[config.mk]
export PLATFORM = sky130hd
export DESIGN_NAME = mpf_pin_mux
export DESIGN_NICKNAME = d
export VERILOG_FILES = /design/src/shared/mpf_pkg.sv /design/src/rtl/mpf_pin_mux.sv /design/src/rtl/mpf_sync.sv
export SDC_FILE = /design/constraint.sdc
export NUM_CORES = 1
export LEC_CHECK = 0
export ABC_AREA = 1
export BUFFER_PORTS_ARGS = -buffer_cell sky130_fd_sc_hd__buf_2
export CORE_MARGIN = 3
export CORE_UTILIZATION = 40
export DETAILED_ROUTE_END_ITERATION = 10
export GPL_TIMING_DRIVEN = 0
export PLACE_DENSITY_LB_ADDON = 0.12
export SYNTH_ARGS = -nofsm -noshare
export SYNTH_HDL_FRONTEND = slang
export SYNTH_SLANG_ARGS = --single-unit
[constraint.sdc]
create_clock -name clock -period 2.6 [get_ports clock]
set_clock_uncertainty 0.15 [all_clocks]
set_input_delay 0.39 -clock clock [delete_from_list [all_inputs] [get_ports clock]]
set_output_delay 0.39 -clock clock [all_outputs]
set_load 0.02 [all_outputs]
[src/shared/mpf_pkg.sv]
// constants, pad map and core bundles for the multiplexed pin function select block
// assumes one 10 MHz system clock; pads are split into in, out and output enable
package mpf_pkg;

   // system clock period, for reference only: this block has no timed waits
   localparam int CLK_PERIOD_NS = 100;

   // pad counts
   localparam int MUX_PINS = 24;               // pads with more than one function
   localparam int PAD_W    = 30;               // mux pads, fixed pci pads, parallel bit 0
   localparam int PAR_W    = 16;               // parallel port width
   localparam int SYNC_W   = 32;               // pads plus debugger enable plus boot strap

   // pad positions in the pad vectors
   localparam int PAD_CS_LO = 0;               // shared chip selects, channel 2 at 0 to 5 at 3
   localparam int PAD_GNT0  = 4;
   localparam int PAD_REQ0  = 5;
   localparam int PAD_REQ1  = 6;
   localparam int PAD_DRQ3  = 7;
   localparam int PAD_DAK3  = 8;
   localparam int PAD_DRQ2  = 9;
   localparam int PAD_DAK2  = 10;
   localparam int PAD_DRQ1  = 11;
   localparam int PAD_DAK1  = 12;
   localparam int PAD_DRQ0  = 13;
   localparam int PAD_DAK0  = 14;
   localparam int PAD_DONE  = 15;
   localparam int PAD_RXD1  = 16;
   localparam int PAD_TXD1  = 17;
   localparam int PAD_RXD0  = 18;
   localparam int PAD_TXD0  = 19;
   localparam int PAD_CTS1  = 20;
   localparam int PAD_RTS1  = 21;
   localparam int PAD_CTS0  = 22;
   localparam int PAD_RTS0  = 23;
   localparam int PAD_REQ2  = 24;
   localparam int PAD_REQ3  = 25;
   localparam int PAD_GNT1  = 26;
   localparam int PAD_GNT2  = 27;
   localparam int PAD_GNT3  = 28;
   localparam int PAD_PAR0  = 29;              // dedicated parallel bit 0

   // pad that carries each parallel port bit, bit 0 first
   localparam int PAR_PAD [PAR_W] = '{
      PAD_PAR0, PAD_RTS1, PAD_CTS1, PAD_TXD0, PAD_RXD0, PAD_TXD1, PAD_RXD1, PAD_DONE,
      PAD_DAK0, PAD_DRQ0, PAD_DAK1, PAD_DRQ1, PAD_DAK2, PAD_DRQ2, PAD_DAK3, PAD_DRQ3};

   // pin configuration register layout
   localparam int CFG_W          = 16;
   localparam int CFG_SEL_DMA0   = 0;          // dma pair 0 instead of parallel
   localparam int CFG_SEL_DMA1   = 1;
   localparam int CFG_SEL_DMA2   = 2;
   localparam int CFG_SEL_DMA3   = 3;
   localparam int CFG_SEL_TMR1   = 4;          // request 3 pad as timer output 1
   localparam int CFG_SEL_TMR0   = 5;          // acknowledge 3 pad as timer output 0
   localparam int CFG_SEL_TIMER_CLOCK_IN   = 6;          // request 2 pad as timer clock in
   localparam int CFG_SEL_DONE   = 7;          // done pad as dma done
   localparam int CFG_SEL_DNTMR  = 8;          // done pad as timer output 0
   localparam int CFG_SEL_SIO0   = 9;          // serial 0 data pair
   localparam int CFG_SEL_SIO1   = 10;         // serial 1 data pair
   localparam int CFG_SEL_HS1    = 11;         // serial 1 handshake pair
   localparam int CFG_SEL_SGRAM  = 12;         // rts 1 pad as sgram special function
   localparam int CFG_SEL_HS0    = 13;         // serial 0 handshake pair
   localparam logic [CFG_W-1:0] CFG_RST = 16'h0000;

   // signals from the peripherals toward the pads
   typedef struct packed {
      logic [7:2]       sdram_chip_select;     // active low
      logic [7:2]       rom_chip_select;       // active low
      logic [7:2]       sdram_en;
      logic [7:2]       rom_en;
      logic [PAR_W-1:0] par_out;
      logic [PAR_W-1:0] par_oe;
      logic [3:0]       dma_ack_out;
      logic             done_out_n;
      logic             done_oe;
      logic [1:0]       timer_out;
      logic [1:0]       txd;
      logic [1:0]       rts_n;
      logic             sgram_special_function;
      logic             debug_serial_out;
      logic             trace_status_out;
      logic [3:0]       arb_gnt_n;
      logic             pci_req_n;
      logic             ext_arbiter_irq_out;
   } mpf_from_core_s;

   // signals from the pads toward the peripherals
   typedef struct packed {
      logic [PAR_W-1:0] par_in;
      logic [3:0]       dma_request_in;
      logic             done_in_n;
      logic             timer_clock_in;
      logic [1:0]       rxd;
      logic [1:0]       cts_n;
      logic [5:4]       irq_in;
      logic [3:0]       arb_req_n;
      logic             pci_gnt_n;
   } mpf_to_core_s;

   // inactive levels seen by every deselected peripheral input
   localparam mpf_to_core_s CORE_IDLE = '{
      par_in: 16'hFFFF, dma_request_in: 4'h0, done_in_n: 1'h1, timer_clock_in: 1'h0,
      rxd: 2'h3, cts_n: 2'h3, irq_in: 2'h3, arb_req_n: 4'hF, pci_gnt_n: 1'h1};

endpackage

[src/rtl/mpf_pin_mux.sv]
// pin function select for the multiplexed pads of the processor
// assumes peripherals share the clock; pads and straps are asynchronous and synchronised here
// Contract
// exactly 24 pads carry selectable functions
// chip selects 5..2 serve sdram or rom
// enabled channel's controller drives its chip select
// both enabled: select asserts in both cycles
// dma pair 1 can be chip selects 7,6
// pci request/grant roles follow boot arbiter mode
// internal arbiter: requests in, grants out
// external arbiter: request 0 outputs pci request
// external arbiter: grant 0 inputs pci grant
// external arbiter: request 1 is interrupt output
// external arbiter: other request/grant pads unused
// other pads follow configuration bits, pairwise
// debugger enable plus configuration own serial-1 handshake
// serial-0 handshake pads always feed interrupts
// software keeps those interrupts off when serial
// request 3: parallel 15, dma, timer 1
// ack 3 / request 2 parallel, dma, timer
// done pad: parallel 7, dma done, timer 0
// cts 1: parallel 2, cts, debug serial
// rts 1: parallel 1, rts, sgram, trace
// parallel bit 0 dedicated; others shared
// combinational select, deselected inputs read inactive; pads and core outputs are registered, one cycle after the select
// configuration clears to zero on reset
`timescale 1ns/100ps
module mpf_pin_mux (
   input  wire logic                         clock,
   input  wire logic                         rst,
   input  wire mpf_pkg::mpf_from_core_s      core_in,
   output mpf_pkg::mpf_to_core_s             core_out,
   input  wire logic [mpf_pkg::PAD_W-1:0]    pad_in,
   output logic      [mpf_pkg::PAD_W-1:0]    pad_out,
   output logic      [mpf_pkg::PAD_W-1:0]    pad_oe,
   input  wire logic                         debugger_enable_n,
   input  wire logic                         ext_arb_strap,
   input  wire logic                         cfg_wr_en,
   input  wire logic [mpf_pkg::CFG_W-1:0]    cfg_wr_data,
   output logic      [mpf_pkg::CFG_W-1:0]    pin_config_reg,
   output logic                              ext_arb_mode
);

   logic [mpf_pkg::SYNC_W-1:0] sync_q;         // synchronised pads, debug enable, strap
   logic [mpf_pkg::PAD_W-1:0]  pad_s;          // synchronised pad levels
   logic                       dbg_n_s;        // synchronised debugger enable
   logic                       strap_s;        // synchronised arbiter strap
   logic [mpf_pkg::CFG_W-1:0]  cfg;            // shorthand for the register
   logic [mpf_pkg::PAD_W-1:0]  nxt_pad_out;
   logic [mpf_pkg::PAD_W-1:0]  nxt_pad_oe;
   logic [mpf_pkg::PAD_W-1:0]  par_sel;        // pad handed to the parallel port
   mpf_pkg::mpf_to_core_s      nxt_core;

   // every asynchronous input crosses two flops before any select logic sees it
   mpf_sync #(
      .W (mpf_pkg::SYNC_W)
   ) u_sync (
      .clock (clock),
      .d     ({ext_arb_strap, debugger_enable_n, pad_in}),
      .q     (sync_q)
   );

   assign pad_s   = sync_q[mpf_pkg::PAD_W-1:0];
   assign dbg_n_s = sync_q[mpf_pkg::PAD_W];
   assign strap_s = sync_q[mpf_pkg::PAD_W+1];
   assign cfg     = pin_config_reg;

   // chip select for one memory channel: {drive, level}; both owners may pull it low
   function automatic logic [1:0] cs_drive(input int ch, input mpf_pkg::mpf_from_core_s c);
      logic on;
      logic lvl;
      on  = c.sdram_en[ch] | c.rom_en[ch];
      lvl = ~((c.sdram_en[ch] & ~c.sdram_chip_select[ch]) |
              (c.rom_en[ch] & ~c.rom_chip_select[ch]));
      return {on, lvl};
   endfunction

   // pin configuration register, software written
   always_ff @(posedge clock) begin
      if (rst) begin
         pin_config_reg <= mpf_pkg::CFG_RST;
      end else if (cfg_wr_en) begin
         pin_config_reg <= cfg_wr_data;
      end
   end

   // arbiter mode is caught while reset is held, so it is a boot-time choice only
   always_ff @(posedge clock) begin
      if (rst) begin
         ext_arb_mode <= strap_s;
      end
   end

   // pad selection from the registered configuration
   always_comb begin
      logic [1:0] cs;
      cs          = 2'h0;
      nxt_pad_out = '1;
      nxt_pad_oe  = '0;
      par_sel     = '0;
      nxt_core    = mpf_pkg::CORE_IDLE;

      // shared chip selects for channels 2..5, held high while no owner
      for (int ch = 2; ch <= 5; ch++) begin
         cs = cs_drive(ch, core_in);
         nxt_pad_out[mpf_pkg::PAD_CS_LO+ch-2] = cs[0];
         nxt_pad_oe[mpf_pkg::PAD_CS_LO+ch-2]  = 1'b1;
      end

      // pci request and grant pads by boot mode
      if (!ext_arb_mode) begin
         nxt_core.arb_req_n = {pad_s[mpf_pkg::PAD_REQ3], pad_s[mpf_pkg::PAD_REQ2],
                               pad_s[mpf_pkg::PAD_REQ1], pad_s[mpf_pkg::PAD_REQ0]};
         nxt_pad_out[mpf_pkg::PAD_GNT0] = core_in.arb_gnt_n[0];
         nxt_pad_out[mpf_pkg::PAD_GNT1] = core_in.arb_gnt_n[1];
         nxt_pad_out[mpf_pkg::PAD_GNT2] = core_in.arb_gnt_n[2];
         nxt_pad_out[mpf_pkg::PAD_GNT3] = core_in.arb_gnt_n[3];
         nxt_pad_oe[mpf_pkg::PAD_GNT0]  = 1'b1;
         nxt_pad_oe[mpf_pkg::PAD_GNT1]  = 1'b1;
         nxt_pad_oe[mpf_pkg::PAD_GNT2]  = 1'b1;
         nxt_pad_oe[mpf_pkg::PAD_GNT3]  = 1'b1;
      end else begin
         nxt_pad_out[mpf_pkg::PAD_REQ0] = core_in.pci_req_n;
         nxt_pad_oe[mpf_pkg::PAD_REQ0]  = 1'b1;
         nxt_core.pci_gnt_n             = pad_s[mpf_pkg::PAD_GNT0];
         nxt_pad_out[mpf_pkg::PAD_REQ1] = core_in.ext_arbiter_irq_out;
         nxt_pad_oe[mpf_pkg::PAD_REQ1]  = 1'b1;
         // spare requests drive inactive high, spare grants are ignored inputs
         nxt_pad_oe[mpf_pkg::PAD_REQ2]  = 1'b1;
         nxt_pad_oe[mpf_pkg::PAD_REQ3]  = 1'b1;
      end

      // request/acknowledge pair 3: dma wins, else timers, else parallel
      if (cfg[mpf_pkg::CFG_SEL_DMA3]) begin
         nxt_core.dma_request_in[3]     = pad_s[mpf_pkg::PAD_DRQ3];
         nxt_pad_out[mpf_pkg::PAD_DAK3] = core_in.dma_ack_out[3];
         nxt_pad_oe[mpf_pkg::PAD_DAK3]  = 1'b1;
      end else begin
         if (cfg[mpf_pkg::CFG_SEL_TMR1]) begin
            nxt_pad_out[mpf_pkg::PAD_DRQ3] = core_in.timer_out[1];
            nxt_pad_oe[mpf_pkg::PAD_DRQ3]  = 1'b1;
         end else begin
            par_sel[mpf_pkg::PAD_DRQ3] = 1'b1;
         end
         if (cfg[mpf_pkg::CFG_SEL_TMR0]) begin
            nxt_pad_out[mpf_pkg::PAD_DAK3] = core_in.timer_out[0];
            nxt_pad_oe[mpf_pkg::PAD_DAK3]  = 1'b1;
         end else begin
            par_sel[mpf_pkg::PAD_DAK3] = 1'b1;
         end
      end

      // pair 2: dma, or timer clock on the request pad
      if (cfg[mpf_pkg::CFG_SEL_DMA2]) begin
         nxt_core.dma_request_in[2]     = pad_s[mpf_pkg::PAD_DRQ2];
         nxt_pad_out[mpf_pkg::PAD_DAK2] = core_in.dma_ack_out[2];
         nxt_pad_oe[mpf_pkg::PAD_DAK2]  = 1'b1;
      end else begin
         if (cfg[mpf_pkg::CFG_SEL_TIMER_CLOCK_IN]) begin
            nxt_core.timer_clock_in = pad_s[mpf_pkg::PAD_DRQ2];
         end else begin
            par_sel[mpf_pkg::PAD_DRQ2] = 1'b1;
         end
         par_sel[mpf_pkg::PAD_DAK2] = 1'b1;
      end

      // pair 1: an enabled chip select 7/6 takes its pad before dma or parallel
      for (int ch = 6; ch <= 7; ch++) begin
         cs = cs_drive(ch, core_in);
         if (cs[1]) begin
            nxt_pad_out[(ch == 7) ? mpf_pkg::PAD_DRQ1 : mpf_pkg::PAD_DAK1] = cs[0];
            nxt_pad_oe[(ch == 7) ? mpf_pkg::PAD_DRQ1 : mpf_pkg::PAD_DAK1]  = 1'b1;
         end else if (!cfg[mpf_pkg::CFG_SEL_DMA1]) begin
            par_sel[(ch == 7) ? mpf_pkg::PAD_DRQ1 : mpf_pkg::PAD_DAK1] = 1'b1;
         end else if (ch == 7) begin
            nxt_core.dma_request_in[1] = pad_s[mpf_pkg::PAD_DRQ1];
         end else begin
            nxt_pad_out[mpf_pkg::PAD_DAK1] = core_in.dma_ack_out[1];
            nxt_pad_oe[mpf_pkg::PAD_DAK1]  = 1'b1;
         end
      end

      // pair 0: dma or parallel
      if (cfg[mpf_pkg::CFG_SEL_DMA0]) begin
         nxt_core.dma_request_in[0]     = pad_s[mpf_pkg::PAD_DRQ0];
         nxt_pad_out[mpf_pkg::PAD_DAK0] = core_in.dma_ack_out[0];
         nxt_pad_oe[mpf_pkg::PAD_DAK0]  = 1'b1;
      end else begin
         par_sel[mpf_pkg::PAD_DRQ0] = 1'b1;
         par_sel[mpf_pkg::PAD_DAK0] = 1'b1;
      end

      // done pad: timer output has priority, dma done is two-way
      if (cfg[mpf_pkg::CFG_SEL_DNTMR]) begin
         nxt_pad_out[mpf_pkg::PAD_DONE] = core_in.timer_out[0];
         nxt_pad_oe[mpf_pkg::PAD_DONE]  = 1'b1;
      end else if (cfg[mpf_pkg::CFG_SEL_DONE]) begin
         nxt_pad_out[mpf_pkg::PAD_DONE] = core_in.done_out_n;
         nxt_pad_oe[mpf_pkg::PAD_DONE]  = core_in.done_oe;
         nxt_core.done_in_n             = pad_s[mpf_pkg::PAD_DONE];
      end else begin
         par_sel[mpf_pkg::PAD_DONE] = 1'b1;
      end

      // serial data pairs
      for (int p = 0; p < 2; p++) begin
         if (cfg[mpf_pkg::CFG_SEL_SIO0+p]) begin
            nxt_core.rxd[p] = pad_s[(p == 1) ? mpf_pkg::PAD_RXD1 : mpf_pkg::PAD_RXD0];
            nxt_pad_out[(p == 1) ? mpf_pkg::PAD_TXD1 : mpf_pkg::PAD_TXD0] = core_in.txd[p];
            nxt_pad_oe[(p == 1) ? mpf_pkg::PAD_TXD1 : mpf_pkg::PAD_TXD0]  = 1'b1;
         end else begin
            par_sel[(p == 1) ? mpf_pkg::PAD_RXD1 : mpf_pkg::PAD_RXD0] = 1'b1;
            par_sel[(p == 1) ? mpf_pkg::PAD_TXD1 : mpf_pkg::PAD_TXD0] = 1'b1;
         end
      end

      // serial 1 handshake: an attached debugger takes both pads first
      if (!dbg_n_s) begin
         nxt_pad_out[mpf_pkg::PAD_CTS1] = core_in.debug_serial_out;
         nxt_pad_oe[mpf_pkg::PAD_CTS1]  = 1'b1;
         nxt_pad_out[mpf_pkg::PAD_RTS1] = core_in.trace_status_out;
         nxt_pad_oe[mpf_pkg::PAD_RTS1]  = 1'b1;
      end else begin
         if (cfg[mpf_pkg::CFG_SEL_HS1]) begin
            nxt_core.cts_n[1] = pad_s[mpf_pkg::PAD_CTS1];
         end else begin
            par_sel[mpf_pkg::PAD_CTS1] = 1'b1;
         end
         if (cfg[mpf_pkg::CFG_SEL_SGRAM]) begin
            nxt_pad_out[mpf_pkg::PAD_RTS1] = core_in.sgram_special_function;
            nxt_pad_oe[mpf_pkg::PAD_RTS1]  = 1'b1;
         end else if (cfg[mpf_pkg::CFG_SEL_HS1]) begin
            nxt_pad_out[mpf_pkg::PAD_RTS1] = core_in.rts_n[1];
            nxt_pad_oe[mpf_pkg::PAD_RTS1]  = 1'b1;
         end else begin
            par_sel[mpf_pkg::PAD_RTS1] = 1'b1;
         end
      end

      // serial 0 handshake pads reach the interrupt inputs whatever is chosen;
      // software must mask them, every edge would interrupt otherwise
      nxt_core.irq_in = {pad_s[mpf_pkg::PAD_CTS0], pad_s[mpf_pkg::PAD_RTS0]};
      if (cfg[mpf_pkg::CFG_SEL_HS0]) begin
         nxt_core.cts_n[0]              = pad_s[mpf_pkg::PAD_CTS0];
         nxt_pad_out[mpf_pkg::PAD_RTS0] = core_in.rts_n[0];
         nxt_pad_oe[mpf_pkg::PAD_RTS0]  = 1'b1;
      end

      // parallel port takes every pad left to it; bit 0 always
      par_sel[mpf_pkg::PAD_PAR0] = 1'b1;
      for (int b = 0; b < mpf_pkg::PAR_W; b++) begin
         if (par_sel[mpf_pkg::PAR_PAD[b]]) begin
            nxt_pad_out[mpf_pkg::PAR_PAD[b]] = core_in.par_out[b];
            nxt_pad_oe[mpf_pkg::PAR_PAD[b]]  = core_in.par_oe[b];
            nxt_core.par_in[b]               = pad_s[mpf_pkg::PAR_PAD[b]];
         end
      end
   end

   // output stage: pads float and peripherals see idle levels during reset
   always_ff @(posedge clock) begin
      if (rst) begin
         pad_out  <= '1;
         pad_oe   <= '0;
         core_out <= mpf_pkg::CORE_IDLE;
      end else begin
         pad_out  <= nxt_pad_out;
         pad_oe   <= nxt_pad_oe;
         core_out <= nxt_core;
      end
   end

   // checks
   a_mux_pin_count: assert property (@(posedge clock)
      mpf_pkg::MUX_PINS == mpf_pkg::PAD_REQ2)
      else $error("multiplexed pad count is not 24");

   a_cs_conflict: assert property (@(posedge clock) disable iff (rst)
      core_in.sdram_en[3] && core_in.rom_en[3] && !core_in.rom_chip_select[3]
      |=> pad_oe[mpf_pkg::PAD_CS_LO+1] && !pad_out[mpf_pkg::PAD_CS_LO+1])
      else $error("chip select 3 missed a rom cycle while both enabled");

   a_cs_owner: assert property (@(posedge clock) disable iff (rst)
      core_in.sdram_en[3] && !core_in.rom_en[3]
      |=> pad_out[mpf_pkg::PAD_CS_LO+1] == $past(core_in.sdram_chip_select[3]))
      else $error("chip select 3 not following sdram owner");

   a_cs7_takes: assert property (@(posedge clock) disable iff (rst)
      core_in.sdram_en[7] && !core_in.rom_en[7]
      |=> pad_oe[mpf_pkg::PAD_DRQ1]
      && pad_out[mpf_pkg::PAD_DRQ1] == $past(core_in.sdram_chip_select[7]))
      else $error("chip select 7 not on dma request 1 pad");

   a_int_arb_dirs: assert property (@(posedge clock) disable iff (rst)
      !ext_arb_mode |=> !pad_oe[mpf_pkg::PAD_REQ0] && pad_oe[mpf_pkg::PAD_GNT3]
      && pad_out[mpf_pkg::PAD_GNT0] == $past(core_in.arb_gnt_n[0]))
      else $error("internal arbiter pad directions wrong");

   a_ext_req_out: assert property (@(posedge clock) disable iff (rst)
      ext_arb_mode |=> pad_oe[mpf_pkg::PAD_REQ0]
      && pad_out[mpf_pkg::PAD_REQ0] == $past(core_in.pci_req_n))
      else $error("external arbiter request 0 not driven");

   a_ext_gnt_in: assert property (@(posedge clock) disable iff (rst)
      ext_arb_mode |=> !pad_oe[mpf_pkg::PAD_GNT0]
      && core_out.pci_gnt_n == $past(pad_s[mpf_pkg::PAD_GNT0]))
      else $error("external grant 0 not delivered");

   a_ext_irq_out: assert property (@(posedge clock) disable iff (rst)
      ext_arb_mode |=> pad_out[mpf_pkg::PAD_REQ1] == $past(core_in.ext_arbiter_irq_out))
      else $error("request 1 pad not carrying interrupt level");

   a_ext_unused: assert property (@(posedge clock) disable iff (rst)
      ext_arb_mode |=> core_out.arb_req_n == 4'hF && pad_oe[mpf_pkg::PAD_REQ2]
      && !pad_oe[mpf_pkg::PAD_GNT1])
      else $error("spare pci pads not idle in external mode");

   a_debug_owns: assert property (@(posedge clock) disable iff (rst)
      !dbg_n_s |=> pad_oe[mpf_pkg::PAD_CTS1]
      && pad_out[mpf_pkg::PAD_RTS1] == $past(core_in.trace_status_out))
      else $error("debugger does not own serial 1 handshake pads");

   a_irq_routed: assert property (@(posedge clock) disable iff (rst)
      1'b1 |=> core_out.irq_in == $past({pad_s[mpf_pkg::PAD_CTS0], pad_s[mpf_pkg::PAD_RTS0]}))
      else $error("serial 0 handshake pads not at interrupt inputs");

   a_timer1_pad: assert property (@(posedge clock) disable iff (rst)
      !cfg[mpf_pkg::CFG_SEL_DMA3] && cfg[mpf_pkg::CFG_SEL_TMR1]
      |=> pad_oe[mpf_pkg::PAD_DRQ3] && core_out.par_in[15] && !core_out.dma_request_in[3])
      else $error("request 3 pad not given to timer 1");

   a_cfg_reset: assert property (@(posedge clock) disable iff (rst)
      $fell(rst) |-> pin_config_reg == mpf_pkg::CFG_RST && !pad_oe[mpf_pkg::PAD_CS_LO])
      else $error("configuration not cleared by reset");

endmodule

[src/rtl/mpf_sync.sv]
// two flip-flop synchroniser for a vector of pad levels
// assumes each bit is an independent level; no reset so pad levels flow during reset
`timescale 1ns/100ps
module mpf_sync #(
   parameter int W = 1
) (
   input  wire logic         clock,
   input  wire logic [W-1:0] d,
   output logic      [W-1:0] q
);

   logic [W-1:0] meta_ff;                      // first stage, read only by q

   // plain two-stage chain; nothing taps the first stage
   always_ff @(posedge clock) begin
      meta_ff <= d;
      q       <= meta_ff;
   end

endmodule

==> qor.csv <==
stage,metric,value,unit
outcome,status,finished clean,
clock_tree,clkTransAtPathRegs,0.06,ns
layout,fin_area,7058,µm²
timing,rsz0062_at_grt,no,
worst_setup_path,rr_startpoint,pin_config_reg[2],
floorplan,num_rows,36,
clock_tree,root_buffer,clkbuf_8,
timing,fin_setup_tns,0,ns
layout,layout.area.seq,2953,µm²
synth,synth_warnings,0,
synth,synth.distinct_cells,22,
place,routabilityCongestion,0.8010,
synth,syn-cell-area,4225,µm²
floorplan,coreArea,10000,µm²
layout,instances_no_fill,909,
timing,min_period,2.008,ns
place,dpl_cell_area,5530,µm²
place,dp_hpwl,8192,µm
global_routing,antenna_found_initial,0,
worst_setup_path,reg2reg_to,pad_out[10],
layout,drive_above_1_share,0.3840,
global_routing,grt_use_total,0.2037,
clock_tree,cts_inserted_buffers,17,
place,dp.cells,783,
worst_setup_path,required,2.84,ns
clock_tree,clock_latency,0.51,ns
layout,syn2layout_area_growth,67.04,%
clock_tree,cts_max_level,4,
global_routing,grt_pass1_wl,18220,µm
clock_tree,cts_tree,done,
worst_setup_path,r2r_cells,6,
worst_setup_path,path_cells,dlygate4sd3_1 > buf_2 > buf_6 > inv_2 > buf_2 > nand3_1 > dlygate4sd3_1,
timing,setup_viol,0,
worst_setup_path,cpMaxStageDelayCell,dlygate4sd3_1,
synth,synth-seq-cells,147,
routing,vias,3855,
clock_tree,cts_setup_buffers,0,
power,internal_power,4.176,mW
timing,slew_violations,0,
clock_tree,cts_sinks,147,
routing,viasPerCell,4.241,
synth,syn_area_per_cell,10.01,µm²
layout,fin_nets,891,
layout,antennaDiodeCount,0,
layout,fill_cells,780,
place,portBuffers,226,
synth,seq_area_frac_synth,0.6988,
worst_setup_path,worst-path-max-fanout,10,
power,combPwrFrac,0.114,
routing,drt-total-wl,11810,µm
timing,fmax,498.1,MHz
min_path,hold_class,in2reg,
floorplan,die_x,108.8,µm
power,peakVddDrop,0.4395,mV
layout,regMostFlops,core_out,
worst_setup_path,critPathLaunch,rst,
flow_run,drv_cap,0,
worst_setup_path,critPathTopFamily,buffers and inverters,
timing,hold_violations,0,
global_routing,first_global_vias,3869,
worst_setup_path,crit_path_end,pad_out[19],
worst_setup_path,crit_buf_inv,6,
worst_setup_path,crit_type,in2reg,
power,seq_power_share,0.446,
layout,reg_top3,"core_out: 33 flops, pad_out: 27 flops",
routing,drc,0,
synth,postSynthCellCount,422,
routing,wire_per_inst,12.99,µm
routing,ant_nets,0,
worst_setup_path,worstSetupStartpointType,input port,
layout,multi_input_area,865.8,µm²
routing,drt_iter0_drc,128,
worst_setup_path,slowest_delay,0.57,ns
routing,dr.pass1.iters,4,
power,p_clk_frac,0.440,
global_routing,grt_overflow,0,
power,total_power,5.446,mW
power,p_per_area,771.6,nW/µm²
worst_setup_path,critPathCaptureType,register,
floorplan,fp.dieH,108.8,µm
floorplan,ios,238,
clock_tree,clockBufferDepth,2,
worst_setup_path,critical_path_arrival,2.25,ns
power,p_sw,1.270,mW
floorplan,dieArea,11830,µm²
worst_setup_path,path_depth,7,
layout,largest_reg_flops,33,
timing,final.period_utilization,0.7721,
power,switching_share,0.2333,
floorplan,start_util,0.4225,
power,leakage,3.516,nW
worst_setup_path,r2r_setup_slack,0.98,ns
global_routing,grt_max_degree,17,
[worst min path at each step]
stage                     slack, ns                 end                from  cells after the start
after floorplan                0.16        u_sync.q[10]  u_sync.meta_ff[10]                      0
after global placement         0.16        u_sync.q[31]  u_sync.meta_ff[31]                      0
after detailed placement       0.16         u_sync.q[6]   u_sync.meta_ff[6]                      0
after CTS                     0.001  pin_config_reg[10]     cfg_wr_data[10]                      3
after global routing           0.03  pin_config_reg[10]     cfg_wr_data[10]                      3
final                          0.03         pad_out[12]         core_in[75]                      5
[placed cells by master (no fill, tap or decap), types with 6 or more instances in the layout]
cell type and instances:
a21oi_1 21, buf_2 233, buf_4 15, clkbuf_16 16, dfxtp_1 146, dlygate4sd3_1 94
inv_1 62, nand2_1 52, nand3_1 20, nor2_1 42, nor2_2 6, o21ai_0 17
or2_2 8
[logic make-up (layout without fill, tap and decap cells)]
logic type / Yosys count / in the layout / synth area share
AND/OR/NAND/NOR: 139 / 139 / 0.1460
AO/OA/AOI/OAI: 45 / 45 / 0.05537
other: 2 / 4 / 0.001777
flip-flops: 147 / 147 / 0.6988
buffers and inverters: 89 / 441 / 0.09801
[synthesized netlist by cell type]
library cell	number	area, µm²
inv_1	62	232.7
nand3_1	20	100.1
nor2_1	42	157.7
nor2_4	2	22.52
or2_2	8	50.05
edfxtp_1	1	30.03
o21a_1	1	7.510
or2_1	3	18.77
buf_2	7	35.03
inv_2	3	11.26
buf_4	15	112.6
buf_6	2	22.52
nor3_1	2	10.01
dfxtp_1	146	2923
a21oi_1	21	105.1
o21ai_0	17	85.08
o22ai_1	5	31.28
o21ai_1	1	5.000
nand2_1	52	195.2
nor2_2	6	37.54
nand4_1	4	25.02
conb_1	2	7.510
[routing by layer]
metal | vias up | track usage | routed length, µm | part of all wire
li1 | 1954 | - | - | -
met1 | 1719 | 0.2003 | 4293 | 0.36
met2 | 160 | 0.3822 | 6238 | 0.53
met3 | 22 | 0.07815 | 1016 | 0.086
met4 | 0 | 0.07935 | 259 | 0.022
met5 | - | 0 | 0 | 0
[power groups by stage]
stage	Clock [mW]	Sequential, mW	Combinational [mW]
final	2.40	2.43	0.619
after global routing	2.55	2.44	0.678
after CTS	2.45	2.43	0.619
after detailed placement	0	2.48	0.499
after global placement	0	2.47	0.492
after floorplan	0	2.58	0.165
[timing repair]
| action | in CTS | in global routing |
|---|---|---|
| hold buffers | 94 | 0 |
| hold endpoints to repair | 80 | 0 |
| gates resized for setup | 0 | 0 |
[cell type report]
cell class | instances | share of cell area
Buffer | 24 | 0.02411
Multi-Input combinational cell | 188 | 0.1227
Sequential cell | 147 | 0.4184
Tap cell | 133 | 0.02358
Clock buffer | 21 | 0.06222
Clock inverter | 11 | 0.02092
Timing Repair Buffer | 320 | 0.2936
Inverter | 65 | 0.03457
[metrics by stage]
step                  util  hold WS (ns)  setup slack (ns)
floorplan                -        0.1596             1.413
global placement    0.5531        0.1596             1.177
detailed placement  0.5531        0.1621             1.152
CTS                 0.7058      0.001357            0.6267
global route        0.7058       0.02513            0.4886
finish              0.7058       0.02686            0.5924
[worst min-delay path, stage by stage]
cell and delay (ns):
buf_2 0.07, inv_1 0.03, nand2_1 0.04, nand3_1 0.06, nand3_1 0.06
No activity file was read; power rests on OpenSTA's default activity.
